## src/core/pmt_pkg.sv

```systemverilog
// Constants, field layout and types shared by the prescaled match/capture timer
package pmt_pkg;

  // ----------------------------------------
  // Widths and counts
  // ----------------------------------------
  localparam int unsigned AW      = 8;
  localparam int unsigned DW      = 32;
  localparam int unsigned CW      = 16;
  localparam int unsigned NMATCH  = 4;
  localparam int unsigned NPIN    = 3;
  localparam int unsigned NCAP    = 2;
  localparam int unsigned NIRQ    = NMATCH + NCAP;

  // ----------------------------------------
  // Register byte offsets
  // ----------------------------------------
  localparam logic [AW-1:0] OFS_IRQ_FLAGS = 8'h00;
  localparam logic [AW-1:0] OFS_CTRL      = 8'h04;
  localparam logic [AW-1:0] OFS_COUNT     = 8'h08;
  localparam logic [AW-1:0] OFS_PRE_LIM   = 8'h0C;
  localparam logic [AW-1:0] OFS_PRE_CNT   = 8'h10;
  localparam logic [AW-1:0] OFS_MATCH_CTL = 8'h14;
  localparam logic [AW-1:0] OFS_MATCH0    = 8'h18;
  localparam logic [AW-1:0] OFS_MATCH2    = 8'h20;
  localparam logic [AW-1:0] OFS_MATCH3    = 8'h24;
  localparam logic [AW-1:0] OFS_CAP_CTL   = 8'h28;
  localparam logic [AW-1:0] OFS_CAP0      = 8'h2C;
  localparam logic [AW-1:0] OFS_CAP1      = 8'h30;
  localparam logic [AW-1:0] OFS_EXT_MATCH = 8'h3C;
  localparam logic [AW-1:0] OFS_CNT_CTL   = 8'h70;
  localparam logic [AW-1:0] OFS_PWM_EN    = 8'h74;
  localparam logic [AW-1:0] OFS_IRQ_MASK  = 8'h78;

  // ----------------------------------------
  // Field positions
  // ----------------------------------------
  localparam int unsigned CTRL_EN       = 0;
  localparam int unsigned CTRL_RST      = 1;
  localparam int unsigned MCTL_STRIDE   = 3;
  localparam int unsigned MCTL_INT      = 0;
  localparam int unsigned MCTL_RST      = 1;
  localparam int unsigned MCTL_STOP     = 2;
  localparam int unsigned CCTL_STRIDE   = 3;
  localparam int unsigned CCTL_RISE     = 0;
  localparam int unsigned CCTL_FALL     = 1;
  localparam int unsigned CCTL_INT      = 2;
  localparam int unsigned EMR_ACT_BASE  = 4;
  localparam int unsigned CNT_MODE_LSB  = 0;
  localparam int unsigned CNT_SEL_LSB   = 2;
  localparam int unsigned CNT_CLR_EN    = 4;
  localparam int unsigned CNT_CLR_EDGE  = 5;
  localparam int unsigned CNT_CLR_CAP   = 6;
  localparam int unsigned IRQ_CAP_BASE  = NMATCH;

  // ----------------------------------------
  // Reset values and bus responses
  // ----------------------------------------
  localparam logic [NIRQ-1:0] IRQ_MASK_RST = 6'h3F;
  localparam logic [1:0]      RESP_OKAY    = 2'h0;
  localparam logic [1:0]      RESP_SLVERR  = 2'h2;

  // ----------------------------------------
  // Types
  // ----------------------------------------
  typedef enum logic [1:0] {
    MODE_TIMER = 2'h0,
    MODE_RISE  = 2'h1,
    MODE_FALL  = 2'h2,
    MODE_BOTH  = 2'h3
  } pmt_mode_t;

  typedef enum logic [1:0] {
    ACT_NONE   = 2'h0,
    ACT_LOW    = 2'h1,
    ACT_HIGH   = 2'h2,
    ACT_TOGGLE = 2'h3
  } pmt_act_t;

  typedef struct packed {
    logic rise;
    logic fall;
  } pmt_edge_t;

endpackage

```

## src/core/pmt_timer.sv

```systemverilog
// Prescaled 16-bit match/capture timer with AXI4-Lite register slave
//
// Decided for this implementation: the AXI4-Lite register port and the register addresses.
`timescale 1ns/100ps

module pmt_timer
  import pmt_pkg::*;
(
  input  wire logic                   aclk,
  input  wire logic                   aresetn,
  input  wire logic [pmt_pkg::AW-1:0] s_axi_awaddr,
  input  wire logic                   s_axi_awvalid,
  output logic                        s_axi_awready,
  input  wire logic [pmt_pkg::DW-1:0] s_axi_wdata,
  input  wire logic [3:0]             s_axi_wstrb,
  input  wire logic                   s_axi_wvalid,
  output logic                        s_axi_wready,
  output logic [1:0]                  s_axi_bresp,
  output logic                        s_axi_bvalid,
  input  wire logic                   s_axi_bready,
  input  wire logic [pmt_pkg::AW-1:0] s_axi_araddr,
  input  wire logic                   s_axi_arvalid,
  output logic                        s_axi_arready,
  output logic [pmt_pkg::DW-1:0]      s_axi_rdata,
  output logic [1:0]                  s_axi_rresp,
  output logic                        s_axi_rvalid,
  input  wire logic                   s_axi_rready,
  input  wire logic [pmt_pkg::NCAP-1:0] capture_inputs_a,
  output logic [pmt_pkg::NPIN-1:0]    match_outputs_a,
  output logic                        irq
);
  import pmt_pkg::*;

  // ----------------------------------------
  // Helpers
  // ----------------------------------------
  function automatic logic [DW-1:0] merge(input logic [DW-1:0] old, input logic [DW-1:0] dat,
                                          input logic [3:0] strb);
    logic [DW-1:0] res;
    res = old;
    for (int b = 0; b < 4; b++) begin
      if (strb[b]) begin
        res[8*b +: 8] = dat[8*b +: 8];
      end
    end
    return res;
  endfunction

  function automatic logic mapped(input logic [AW-1:0] a);
    logic hit;
    hit = (a[1:0] == 2'h0) && ((a <= OFS_CAP1) || (a == OFS_EXT_MATCH) || (a == OFS_CNT_CTL)
          || (a == OFS_PWM_EN) || (a == OFS_IRQ_MASK));
    return hit;
  endfunction

  // ----------------------------------------
  // State
  // ----------------------------------------
  logic [1:0]                  ctrl_r, ctrl_nxt;
  logic [CW-1:0]               count_r, count_nxt;
  logic [CW-1:0]               plim_r, plim_nxt;
  logic [CW-1:0]               pcnt_r, pcnt_nxt;
  logic [3*NMATCH-1:0]         mctl_r, mctl_nxt;
  logic [NMATCH-1:0][CW-1:0]   mval_r, mval_nxt;
  logic [3*NCAP-1:0]           cctl_r, cctl_nxt;
  logic [NCAP-1:0][CW-1:0]     capv_r, capv_nxt;
  logic [EMR_ACT_BASE+2*NMATCH-1:0] emr_r, emr_nxt;
  logic [CNT_CLR_CAP:0]        cntc_r, cntc_nxt;
  logic [NMATCH-1:0]           pwmc_r, pwmc_nxt;
  logic [NIRQ-1:0]             flag_r, flag_nxt;
  logic [NIRQ-1:0]             mask_r, mask_nxt;
  logic [NMATCH-1:0]           mevt_r, mevt_nxt;
  logic                        zevt_r, zevt_nxt;
  logic [NPIN-1:0]             pwm_r, pwm_nxt;
  logic [NPIN-1:0]             pin_r, pin_nxt;
  logic                        irq_r, irq_nxt;
  logic [AW-1:0]               awa_r, awa_nxt;
  logic                        awh_r, awh_nxt;
  logic [DW-1:0]               wd_r, wd_nxt;
  logic [3:0]                  ws_r, ws_nxt;
  logic                        wh_r, wh_nxt;
  logic                        bv_r, bv_nxt;
  logic [1:0]                  br_r, br_nxt;
  logic                        rv_r, rv_nxt;
  logic [DW-1:0]               rd_r, rd_nxt;
  logic [1:0]                  rr_r, rr_nxt;
  pmt_edge_t [NCAP-1:0]        cap_edge;
  logic                        do_wr;

  pmt_cap_sync u_sync (
    .aclk     (aclk),
    .aresetn  (aresetn),
    .async_in (capture_inputs_a),
    .edge_o   (cap_edge)
  );

  // ----------------------------------------
  // Bus channels
  // ----------------------------------------
  assign s_axi_awready = ~awh_r;
  assign s_axi_wready  = ~wh_r;
  assign s_axi_arready = ~rv_r;
  assign do_wr         = awh_r & wh_r & ~bv_r;

  always_comb begin
    awa_nxt = awa_r;
    awh_nxt = awh_r;
    wd_nxt  = wd_r;
    ws_nxt  = ws_r;
    wh_nxt  = wh_r;
    bv_nxt  = bv_r;
    br_nxt  = br_r;
    rv_nxt  = rv_r;
    rd_nxt  = rd_r;
    rr_nxt  = rr_r;
    if (s_axi_awvalid && !awh_r) begin
      awa_nxt = s_axi_awaddr;
      awh_nxt = 1'b1;
    end
    if (s_axi_wvalid && !wh_r) begin
      wd_nxt = s_axi_wdata;
      ws_nxt = s_axi_wstrb;
      wh_nxt = 1'b1;
    end
    if (bv_r && s_axi_bready) begin
      bv_nxt = 1'b0;
    end
    if (do_wr) begin
      awh_nxt = 1'b0;
      wh_nxt  = 1'b0;
      bv_nxt  = 1'b1;
      br_nxt  = mapped(awa_r) ? RESP_OKAY : RESP_SLVERR;
    end
    if (rv_r && s_axi_rready) begin
      rv_nxt = 1'b0;
    end
    if (s_axi_arvalid && !rv_r) begin
      rv_nxt = 1'b1;
      rr_nxt = mapped(s_axi_araddr) ? RESP_OKAY : RESP_SLVERR;
      rd_nxt = '0;
      case (s_axi_araddr)
        OFS_IRQ_FLAGS: rd_nxt[NIRQ-1:0] = flag_r;
        OFS_CTRL:      rd_nxt[1:0]      = ctrl_r;
        OFS_COUNT:     rd_nxt[CW-1:0]   = count_r;
        OFS_PRE_LIM:   rd_nxt[CW-1:0]   = plim_r;
        OFS_PRE_CNT:   rd_nxt[CW-1:0]   = pcnt_r;
        OFS_MATCH_CTL: rd_nxt[3*NMATCH-1:0] = mctl_r;
        OFS_CAP_CTL:   rd_nxt[3*NCAP-1:0]   = cctl_r;
        OFS_CAP0:      rd_nxt[CW-1:0]   = capv_r[0];
        OFS_CAP1:      rd_nxt[CW-1:0]   = capv_r[1];
        OFS_EXT_MATCH: rd_nxt[EMR_ACT_BASE+2*NMATCH-1:0] = emr_r;
        OFS_CNT_CTL:   rd_nxt[CNT_CLR_CAP:0] = cntc_r;
        OFS_PWM_EN:    rd_nxt[NMATCH-1:0] = pwmc_r;
        OFS_IRQ_MASK:  rd_nxt[NIRQ-1:0] = mask_r;
        default: begin
          if (s_axi_araddr >= OFS_MATCH0 && s_axi_araddr <= OFS_MATCH3 && s_axi_araddr[1:0] == 2'h0) begin
            rd_nxt[CW-1:0] = mval_r[s_axi_araddr[3:2] - 2'h2];
          end
        end
      endcase
    end
  end

  // ----------------------------------------
  // Timer core and registers
  // ----------------------------------------
  always_comb begin
    logic [DW-1:0]     wv;
    pmt_mode_t         mode;
    pmt_edge_t         src;
    pmt_edge_t         clr_src;
    logic              run, tick, step, rst_hit, stop_hit, clr_evt, cap_hit;
    logic [CW-1:0]     stepv;
    logic [NIRQ-1:0]   fset, fclr;
    pmt_act_t          act;
    run      = 1'b0;
    tick     = 1'b0;
    step     = 1'b0;
    stop_hit = 1'b0;
    rst_hit  = 1'b0;
    clr_evt  = 1'b0;
    cap_hit  = 1'b0;
    stepv    = '0;
    act      = ACT_NONE;
    wv       = merge('0, wd_r, ws_r);
    mode     = pmt_mode_t'(cntc_r[CNT_SEL_LSB-1:CNT_MODE_LSB]);
    src      = (cntc_r[CNT_SEL_LSB +: 2] == 2'h1) ? cap_edge[1] : cap_edge[0];
    clr_src  = cap_edge[cntc_r[CNT_CLR_CAP]];
    fset     = '0;
    fclr     = '0;
    ctrl_nxt = ctrl_r;
    count_nxt = count_r;
    plim_nxt = plim_r;
    pcnt_nxt = pcnt_r;
    mctl_nxt = mctl_r;
    mval_nxt = mval_r;
    cctl_nxt = cctl_r;
    capv_nxt = capv_r;
    emr_nxt  = emr_r;
    cntc_nxt = cntc_r;
    pwmc_nxt = pwmc_r;
    mask_nxt = mask_r;
    pwm_nxt  = pwm_r;
    // Software writes first; hardware updates below take precedence
    if (do_wr) begin
      case (awa_r)
        OFS_IRQ_FLAGS: fclr     = wv[NIRQ-1:0];
        OFS_CTRL:      ctrl_nxt = wv[1:0];
        OFS_COUNT:     count_nxt = wv[CW-1:0];
        OFS_PRE_LIM:   plim_nxt = wv[CW-1:0];
        OFS_PRE_CNT:   pcnt_nxt = wv[CW-1:0];
        OFS_MATCH_CTL: mctl_nxt = wv[3*NMATCH-1:0];
        OFS_CAP_CTL:   cctl_nxt = wv[3*NCAP-1:0];
        OFS_EXT_MATCH: emr_nxt  = wv[EMR_ACT_BASE+2*NMATCH-1:0];
        OFS_CNT_CTL:   cntc_nxt = wv[CNT_CLR_CAP:0];
        OFS_PWM_EN:    pwmc_nxt = wv[NMATCH-1:0];
        OFS_IRQ_MASK:  mask_nxt = wv[NIRQ-1:0];
        default: begin
          if (awa_r >= OFS_MATCH0 && awa_r <= OFS_MATCH3 && awa_r[1:0] == 2'h0) begin
            mval_nxt[awa_r[3:2] - 2'h2] = wv[CW-1:0];
          end
        end
      endcase
    end
    // Stop must freeze the count in the very cycle the enable clears
    for (int i = 0; i < NMATCH; i++) begin
      stop_hit = stop_hit | (mevt_r[i] & mctl_r[MCTL_STRIDE*i + MCTL_STOP]);
      rst_hit  = rst_hit | ((count_r == mval_r[i]) & mctl_r[MCTL_STRIDE*i + MCTL_RST]);
    end
    run  = ctrl_r[CTRL_EN] & ~ctrl_r[CTRL_RST] & ~stop_hit;
    tick = run & ((mode == MODE_TIMER)
                  | (src.rise & mode[0]) | (src.fall & mode[1]));
    step  = tick & (pcnt_r == plim_r);
    stepv = rst_hit ? '0 : count_r + 16'h0001;
    if (tick) begin
      pcnt_nxt = step ? '0 : pcnt_r + 16'h0001;
    end
    if (step) begin
      count_nxt = stepv;
    end
    for (int i = 0; i < NMATCH; i++) begin
      mevt_nxt[i] = step & (stepv == mval_r[i]);
    end
    zevt_nxt = step & (stepv == '0);
    clr_evt  = cntc_r[CNT_CLR_EN] & (cntc_r[CNT_CLR_EDGE] ? clr_src.fall : clr_src.rise);
    if (clr_evt || ctrl_r[CTRL_RST]) begin
      count_nxt = '0;
      pcnt_nxt  = '0;
    end
    for (int c = 0; c < NCAP; c++) begin
      cap_hit = (cap_edge[c].rise & cctl_r[CCTL_STRIDE*c + CCTL_RISE])
              | (cap_edge[c].fall & cctl_r[CCTL_STRIDE*c + CCTL_FALL]);
      if (cap_hit) begin
        capv_nxt[c] = count_r;
      end
      fset[IRQ_CAP_BASE + c] = cap_hit & cctl_r[CCTL_STRIDE*c + CCTL_INT];
    end
    // Match consequences land one clock after the count shows the value
    for (int i = 0; i < NMATCH; i++) begin
      fset[i] = mevt_r[i] & mctl_r[MCTL_STRIDE*i + MCTL_INT];
      act = pmt_act_t'(emr_r[EMR_ACT_BASE + 2*i +: 2]);
      if (mevt_r[i] && !pwmc_r[i]) begin
        case (act)
          ACT_LOW:    emr_nxt[i] = 1'b0;
          ACT_HIGH:   emr_nxt[i] = 1'b1;
          ACT_TOGGLE: emr_nxt[i] = ~emr_r[i];
          default:    emr_nxt[i] = emr_r[i];
        endcase
      end
    end
    if (stop_hit) begin
      ctrl_nxt[CTRL_EN] = 1'b0;
    end
    for (int j = 0; j < NPIN; j++) begin
      // Zero match fires together with the period start, so high wins
      if (mevt_r[j]) begin
        pwm_nxt[j] = 1'b1;
      end else if (zevt_r) begin
        pwm_nxt[j] = 1'b0;
      end
      pin_nxt[j] = pwmc_nxt[j] ? pwm_nxt[j] : emr_nxt[j];
    end
    flag_nxt = (flag_r & ~fclr) | fset;
    irq_nxt  = |(flag_nxt & mask_nxt);
  end

  always_ff @(posedge aclk) begin
    if (!aresetn) begin
      ctrl_r  <= '0;
      count_r <= '0;
      plim_r  <= '0;
      pcnt_r  <= '0;
      mctl_r  <= '0;
      mval_r  <= '0;
      cctl_r  <= '0;
      capv_r  <= '0;
      emr_r   <= '0;
      cntc_r  <= '0;
      pwmc_r  <= '0;
      flag_r  <= '0;
      mask_r  <= IRQ_MASK_RST;
      mevt_r  <= '0;
      zevt_r  <= 1'b0;
      pwm_r   <= '0;
      pin_r   <= '0;
      irq_r   <= 1'b0;
      awa_r   <= '0;
      awh_r   <= 1'b0;
      wd_r    <= '0;
      ws_r    <= '0;
      wh_r    <= 1'b0;
      bv_r    <= 1'b0;
      br_r    <= RESP_OKAY;
      rv_r    <= 1'b0;
      rd_r    <= '0;
      rr_r    <= RESP_OKAY;
    end else begin
      ctrl_r  <= ctrl_nxt;
      count_r <= count_nxt;
      plim_r  <= plim_nxt;
      pcnt_r  <= pcnt_nxt;
      mctl_r  <= mctl_nxt;
      mval_r  <= mval_nxt;
      cctl_r  <= cctl_nxt;
      capv_r  <= capv_nxt;
      emr_r   <= emr_nxt;
      cntc_r  <= cntc_nxt;
      pwmc_r  <= pwmc_nxt;
      flag_r  <= flag_nxt;
      mask_r  <= mask_nxt;
      mevt_r  <= mevt_nxt;
      zevt_r  <= zevt_nxt;
      pwm_r   <= pwm_nxt;
      pin_r   <= pin_nxt;
      irq_r   <= irq_nxt;
      awa_r   <= awa_nxt;
      awh_r   <= awh_nxt;
      wd_r    <= wd_nxt;
      ws_r    <= ws_nxt;
      wh_r    <= wh_nxt;
      bv_r    <= bv_nxt;
      br_r    <= br_nxt;
      rv_r    <= rv_nxt;
      rd_r    <= rd_nxt;
      rr_r    <= rr_nxt;
    end
  end

  assign s_axi_bvalid    = bv_r;
  assign s_axi_bresp     = br_r;
  assign s_axi_rvalid    = rv_r;
  assign s_axi_rdata     = rd_r;
  assign s_axi_rresp     = rr_r;
  assign match_outputs_a = pin_r;
  assign irq             = irq_r;

endmodule

```

## src/core/pmt_cap_sync.sv

```systemverilog
// Capture input synchroniser with debounced edge detection
`timescale 1ns/100ps
module pmt_cap_sync
  import pmt_pkg::*;
(
  input  wire logic                 aclk,
  input  wire logic                 aresetn,
  input  wire logic [pmt_pkg::NCAP-1:0] async_in,
  output pmt_pkg::pmt_edge_t [pmt_pkg::NCAP-1:0] edge_o
);
  import pmt_pkg::*;

  logic      [NCAP-1:0] s1_r;
  logic      [NCAP-1:0] s2_r;
  logic      [NCAP-1:0] s3_r;
  logic      [NCAP-1:0] lvl_r;
  logic      [NCAP-1:0] lvl_nxt;
  pmt_edge_t [NCAP-1:0] edge_r;
  pmt_edge_t [NCAP-1:0] edge_nxt;

  // ----------------------------------------
  // Edge qualification
  // ----------------------------------------
  genvar g;
  generate
    for (g = 0; g < NCAP; g++) begin : g_cap
      always_comb begin
        lvl_nxt[g]       = lvl_r[g];
        edge_nxt[g].rise = 1'b0;
        edge_nxt[g].fall = 1'b0;
        // Change accepted only once stages two and three agree
        if ((s2_r[g] == s3_r[g]) && (s3_r[g] != lvl_r[g])) begin
          lvl_nxt[g]       = s3_r[g];
          edge_nxt[g].rise = s3_r[g];
          edge_nxt[g].fall = ~s3_r[g];
        end
      end
    end
  endgenerate

  always_ff @(posedge aclk) begin
    if (!aresetn) begin
      s1_r   <= '0;
      s2_r   <= '0;
      s3_r   <= '0;
      lvl_r  <= '0;
      edge_r <= '0;
    end else begin
      s1_r   <= async_in;
      s2_r   <= s1_r;
      s3_r   <= s2_r;
      lvl_r  <= lvl_nxt;
      edge_r <= edge_nxt;
    end
  end

  assign edge_o = edge_r;

endmodule

```

## config.mk

```make
export PLATFORM = sky130hd
export DESIGN_NAME = pmt_timer
export DESIGN_NICKNAME = d
export VERILOG_FILES = /design/src/core/pmt_pkg.sv /design/src/core/pmt_timer.sv /design/src/core/pmt_cap_sync.sv
export SDC_FILE = /design/constraint.sdc
export NUM_CORES = 1
export LEC_CHECK = 0
export ABC_AREA = 1
export BUFFER_PORTS_ARGS = -buffer_cell sky130_fd_sc_hd__buf_2
export CORE_MARGIN = 1
export CORE_UTILIZATION = 25
export CTS_CLUSTER_SIZE = 12
export DETAILED_ROUTE_END_ITERATION = 8
export GPL_TIMING_DRIVEN = 0
export PLACE_DENSITY = 0.44
export SLEW_MARGIN = 20
export SYNTH_ARGS = -nofsm -noshare
export SYNTH_HDL_FRONTEND = slang
export SYNTH_SLANG_ARGS = --single-unit
```

## constraint.sdc

```tcl
create_clock -name aclk -period 4.17 [get_ports aclk]
set_clock_uncertainty 0.2 [all_clocks]
set_input_delay 0.2085 -clock aclk [delete_from_list [all_inputs] [get_ports aclk]]
set_output_delay 0.2085 -clock aclk [all_outputs]
set_load 0.03 [all_outputs]
```

==> impl_metrics.py <==
metrics = {
    "cts": {
        "numCtsBuffers": 34,
        "cts-root-buf": "clkbuf_16",
        "tritoncts": "yes",
        "clock_latency_ns": 0.57,
        "clk_pin_slew_ns": 0.07,
        "cts_max_level": 2,
        "clock_sinks": 271,
        "cts.path.max_buffers": 3,
        "cts.repair_timing.setup_buffer_count": 0,
    },
    "routing": {
        "postRouteAntennaNets": 0,
        "drt-total-wl_mm": 80.5,
        "wire_per_inst_um": 24.9,
        "route.detailed.drc": 6,
        "drtIter0Drc": 1987,
        "drt-pass1-iter-count": 8,
        "routed_via_density": 5.22,
        "vias": 16889,
    },
    "pwr": {
        "power.density_mw_per_mm2": 343,
        "total_power_mw": 6.14,
        "share_comb_of_total_power": 0.077,
        "p_sw_mw": 1.62,
        "leakage_nw": 7.53,
        "pwr-share-seq": 0.434,
        "p_int_mw": 4.51,
        "power_switching_share": 0.265,
        "clkPwrFrac": 0.489,
        "vdd_drop_max_mv": 0.223,
    },
    "setup_path": {
        "cp-startpoint": "count_r[0]",
        "critPathRequiredTime_ns": 4.37,
        "worst-path-buf-inv": 4,
        "cp_max_fo": 10,
        "worstPathArrival_ns": 4.31,
        "critical_path_class": "reg -> reg",
        "r2r_start": "count_r[0]",
        "slowest_stage": "nor2_1",
        "end_kind": "flip-flop",
        "crit_cells": 17,
        "reg2reg_slack_ns": 0.06,
        "r2r_end": "mevt_r[1]",
        "worst_path_largest_cell_delay_ns": 0.48,
        "cp_top_family": "simple AND/OR/NAND/NOR gates",
        "r2r_cells": 17,
        "crit_path_start_kind": "flip-flop",
        "path_cells": "buf_2 -> inv_2 -> nand2_1 -> inv_1 -> nor2_1 -> nand2_1 -> nor2_1 -> nand3_1 -> nand2_2 -> nor2_8 -> nand2_1 -> inv_1 -> nand2_1 -> nand3_1 -> nor2_1 -> nand3_1 -> nor2_1",
        "crit_path_end": "mevt_r[1]",
    },
    "sta": {
        "slew_headroom": 0.325,
        "setup_violations": 0,
        "fmax_mhz": 243,
        "min_period_over_period": 0.986,
        "setup-tns-final_ns": 0,
        "rsz0062_at_grt": "no",
        "tightest_slew_ns": 1.00,
        "period_minus_slack_ns": 4.11,
        "finalHoldViolCount": 0,
        "maxSlewViolCount": 0,
        "holdWs_ns": 0.0608,
    },
    "synthesis": {
        "synth_top_area_share": 0.362,
        "seq_area_frac_synth": 0.362,
        "syn_area_sq_mm": 0.0150,
        "syn_avg_cell_area_sq_um": 6.59,
        "ys_async_sr_fraction": 0,
        "ys_types": 53,
        "synth_top_flop_cell": "dfxtp_1",
        "synth_area_leaders": "dfxtp_1 (36%), nand2_1 (14%), o21ai_0 (8.0%)",
        "yosysTopAreaCell": "dfxtp_1",
        "synth_seq_cells": 271,
        "synth-edff-count": 0,
        "netlist_instances": 2272,
        "ys_warn_count": 0,
    },
    "final_layout": {
        "nets": 2500,
        "layout.cells.non_filler": 3233,
        "area_delta_synth_final_pct": 19.4,
        "drive_above_1_share": 0.100,
        "antenna-diode-count": 0,
    },
    "global_route": {
        "grt_pass1_vias": 15594,
        "grt_max_degree": 13,
        "grt_use_total": 0.263,
        "grt_pass1_wl_mm": 113,
        "antenna_found_initial": 3,
        "grt_overflow": 0,
    },
    "die": {
        "die-area_sq_mm": 0.0609,
        "die_w_um": 247,
        "row_count": 89,
        "dieHeight_um": 247,
        "core_area_sq_mm": 0.0591,
        "ioPinCount": 106,
        "initial_core_util": 0.253,
    },
    "flow_run": {
        "maxCapViolations": 0,
    },
    "min_path": {
        "min-delay-path-class": "in -> reg",
        "whs_path_depth": 5,
    },
    "place": {
        "dp_cells": 3131,
        "io_buffers": 69,
        "place_congestion": 1.05,
        "hpwl_mm": 61.9,
    },
    "run_status": {
        "outcome": "finished, violations left",
        "violations": "design-rule violations",
    },
}
## through the flow
stage               area [sq um]  setup slack (ns)   util
detailed placement         16400            0.0213  0.277
CTS                        17900            0.0217  0.302
finish                     17900            0.0577  0.302
floorplan                  15000              1.98      -
global placement           16400           -0.0403  0.277
global route               17900            0.0336  0.302
## area by class of cell
cell class,instances,area [sq um]
Buffer,115,596
Clock buffer,52,1010
Clock inverter,9,97.6
Fill cell,6529,41200
Inverter,266,998
Multi-Input combinational cell,1637,8030
Sequential cell,271,5430
Tap cell,773,967
Timing Repair Buffer,110,756
## sequential cells by signal (all words and copies together), names as in the netlist, 7 cells and up
name / count
count_r: 16
awa_r: 8
pcnt_r: 16
cntc_r: 7
mctl_r: 12
wd_r: 16
capv_r: 32
s_axi_rdata: 16
mval_r: 64
emr_r: 12
plim_r: 16
## metal layers
layer / vias up / track usage / share of wire
met5: - / 0 / 0.00035
met4: 4 / 0.111 / 0.045
met3: 181 / 0.0394 / 0.079
met2: 805 / 0.398 / 0.42
met1: 8085 / 0.367 / 0.45
li1: 7814 / - / -
## worst register-to-register path, cell delays in order (launching register included)
cell     delay (ns)
dfxtp_1        0.38
buf_2          0.32
inv_2          0.29
nand2_1        0.16
inv_1          0.05
nor2_1         0.11
nand2_1        0.07
nor2_1         0.10
nand3_1        0.23
nand2_2        0.21
nor2_8         0.08
nand2_1        0.41
inv_1          0.40
nand2_1        0.14
nand3_1        0.08
nor2_1         0.11
nand3_1        0.14
nor2_1         0.48
## layout by cell type (no fill, tap or decap), types with 6 or more instances in the layout
master / count
a211oi_1: 46
a211oi_2: 9
a21oi_1: 178
a221oi_1: 25
a41oi_1: 7
buf_2: 95
buf_4: 30
clkbuf_1: 62
clkbuf_16: 35
clkbuf_8: 7
clkinv_1: 6
conb_1: 18
dfxtp_1: 269
dlygate4sd3_1: 41
inv_1: 238
inv_2: 22
nand2_1: 551
nand2_2: 9
nand3_1: 81
nand4_1: 32
nor2_1: 261
nor3_1: 24
o2111ai_1: 11
o211ai_1: 13
o21ai_0: 240
o22ai_1: 36
or2_2: 7
xnor2_1: 9
xor2_1: 36
## cell usage after synthesis, types with 2 or more instances
library cell	number
nand4_1	32
nor2_4	5
a21oi_1	178
inv_2	22
nand3b_1	4
inv_1	238
nand2_1	551
xor2_2	3
nand3_1	81
nand2_2	9
o2111ai_1	11
buf_1	5
a211oi_1	46
a31oi_1	3
o21ai_1	2
ha_1	4
clkinv_1	6
a211oi_2	9
or2_2	7
buf_2	26
o21ai_0	240
buf_4	30
dfxtp_1	271
xnor2_1	9
o211ai_1	13
nor2_1	261
a41oi_1	7
nor3_1	25
clkbuf_1	52
xor2_1	36
o22ai_1	36
a221oi_1	25
nor4_1	4
nor2_2	2
## power groups by stage
stage / logic [mW] / registers [mW] / clock network (mW)
2_1_floorplan: 0.257 / 2.72 / 0
3_3_place_gp: 0.436 / 2.72 / 0
3_5_place_dp: 0.437 / 2.72 / 0
4_1_cts: 0.469 / 2.66 / 3.05
5_1_grt: 0.511 / 2.66 / 3.17
6_report: 0.474 / 2.66 / 3.00
## cell families (layout without fill, tap and decap cells)
kind of cell | count (synthesis) | after routing | share of synthesized area
XOR/XNOR | 48 | 48 | 0.0296
adder cells (fa/ha/maj) | 4 | 4 | 0.00334
flip-flops | 271 | 271 | 0.362
AO/OA/AOI/OAI | 575 | 575 | 0.223
AND/OR/NAND/NOR | 992 | 992 | 0.275
other | 1 | 18 | 0.000250
buffers and inverters | 381 | 552 | 0.106
## how the worst min path moves through the flow
| stage | start | slack (ns) | end |
|---|---|---|---|
| after floorplan | capture_inputs_a[0] | 0.11 | u_sync.s1_r[0] |
| after global placement | capture_inputs_a[0] | 0.19 | u_sync.s1_r[0] |
| after detailed placement | capture_inputs_a[0] | 0.20 | u_sync.s1_r[0] |
| after CTS | s_axi_araddr[1] | 0.06 | s_axi_rresp[1] |
| after global routing | s_axi_araddr[1] | 0.07 | s_axi_rresp[1] |
| final | s_axi_araddr[1] | 0.06 | s_axi_rresp[1] |
## timing repair
item / CTS / global route
endpoints found under the hold margin: 36 / 0
resized for setup: 0 / 2
hold buffers: 41 / 0
endpoints found under the setup margin: 0 / 3
Note: power is estimated with default switching activity, not from simulation.
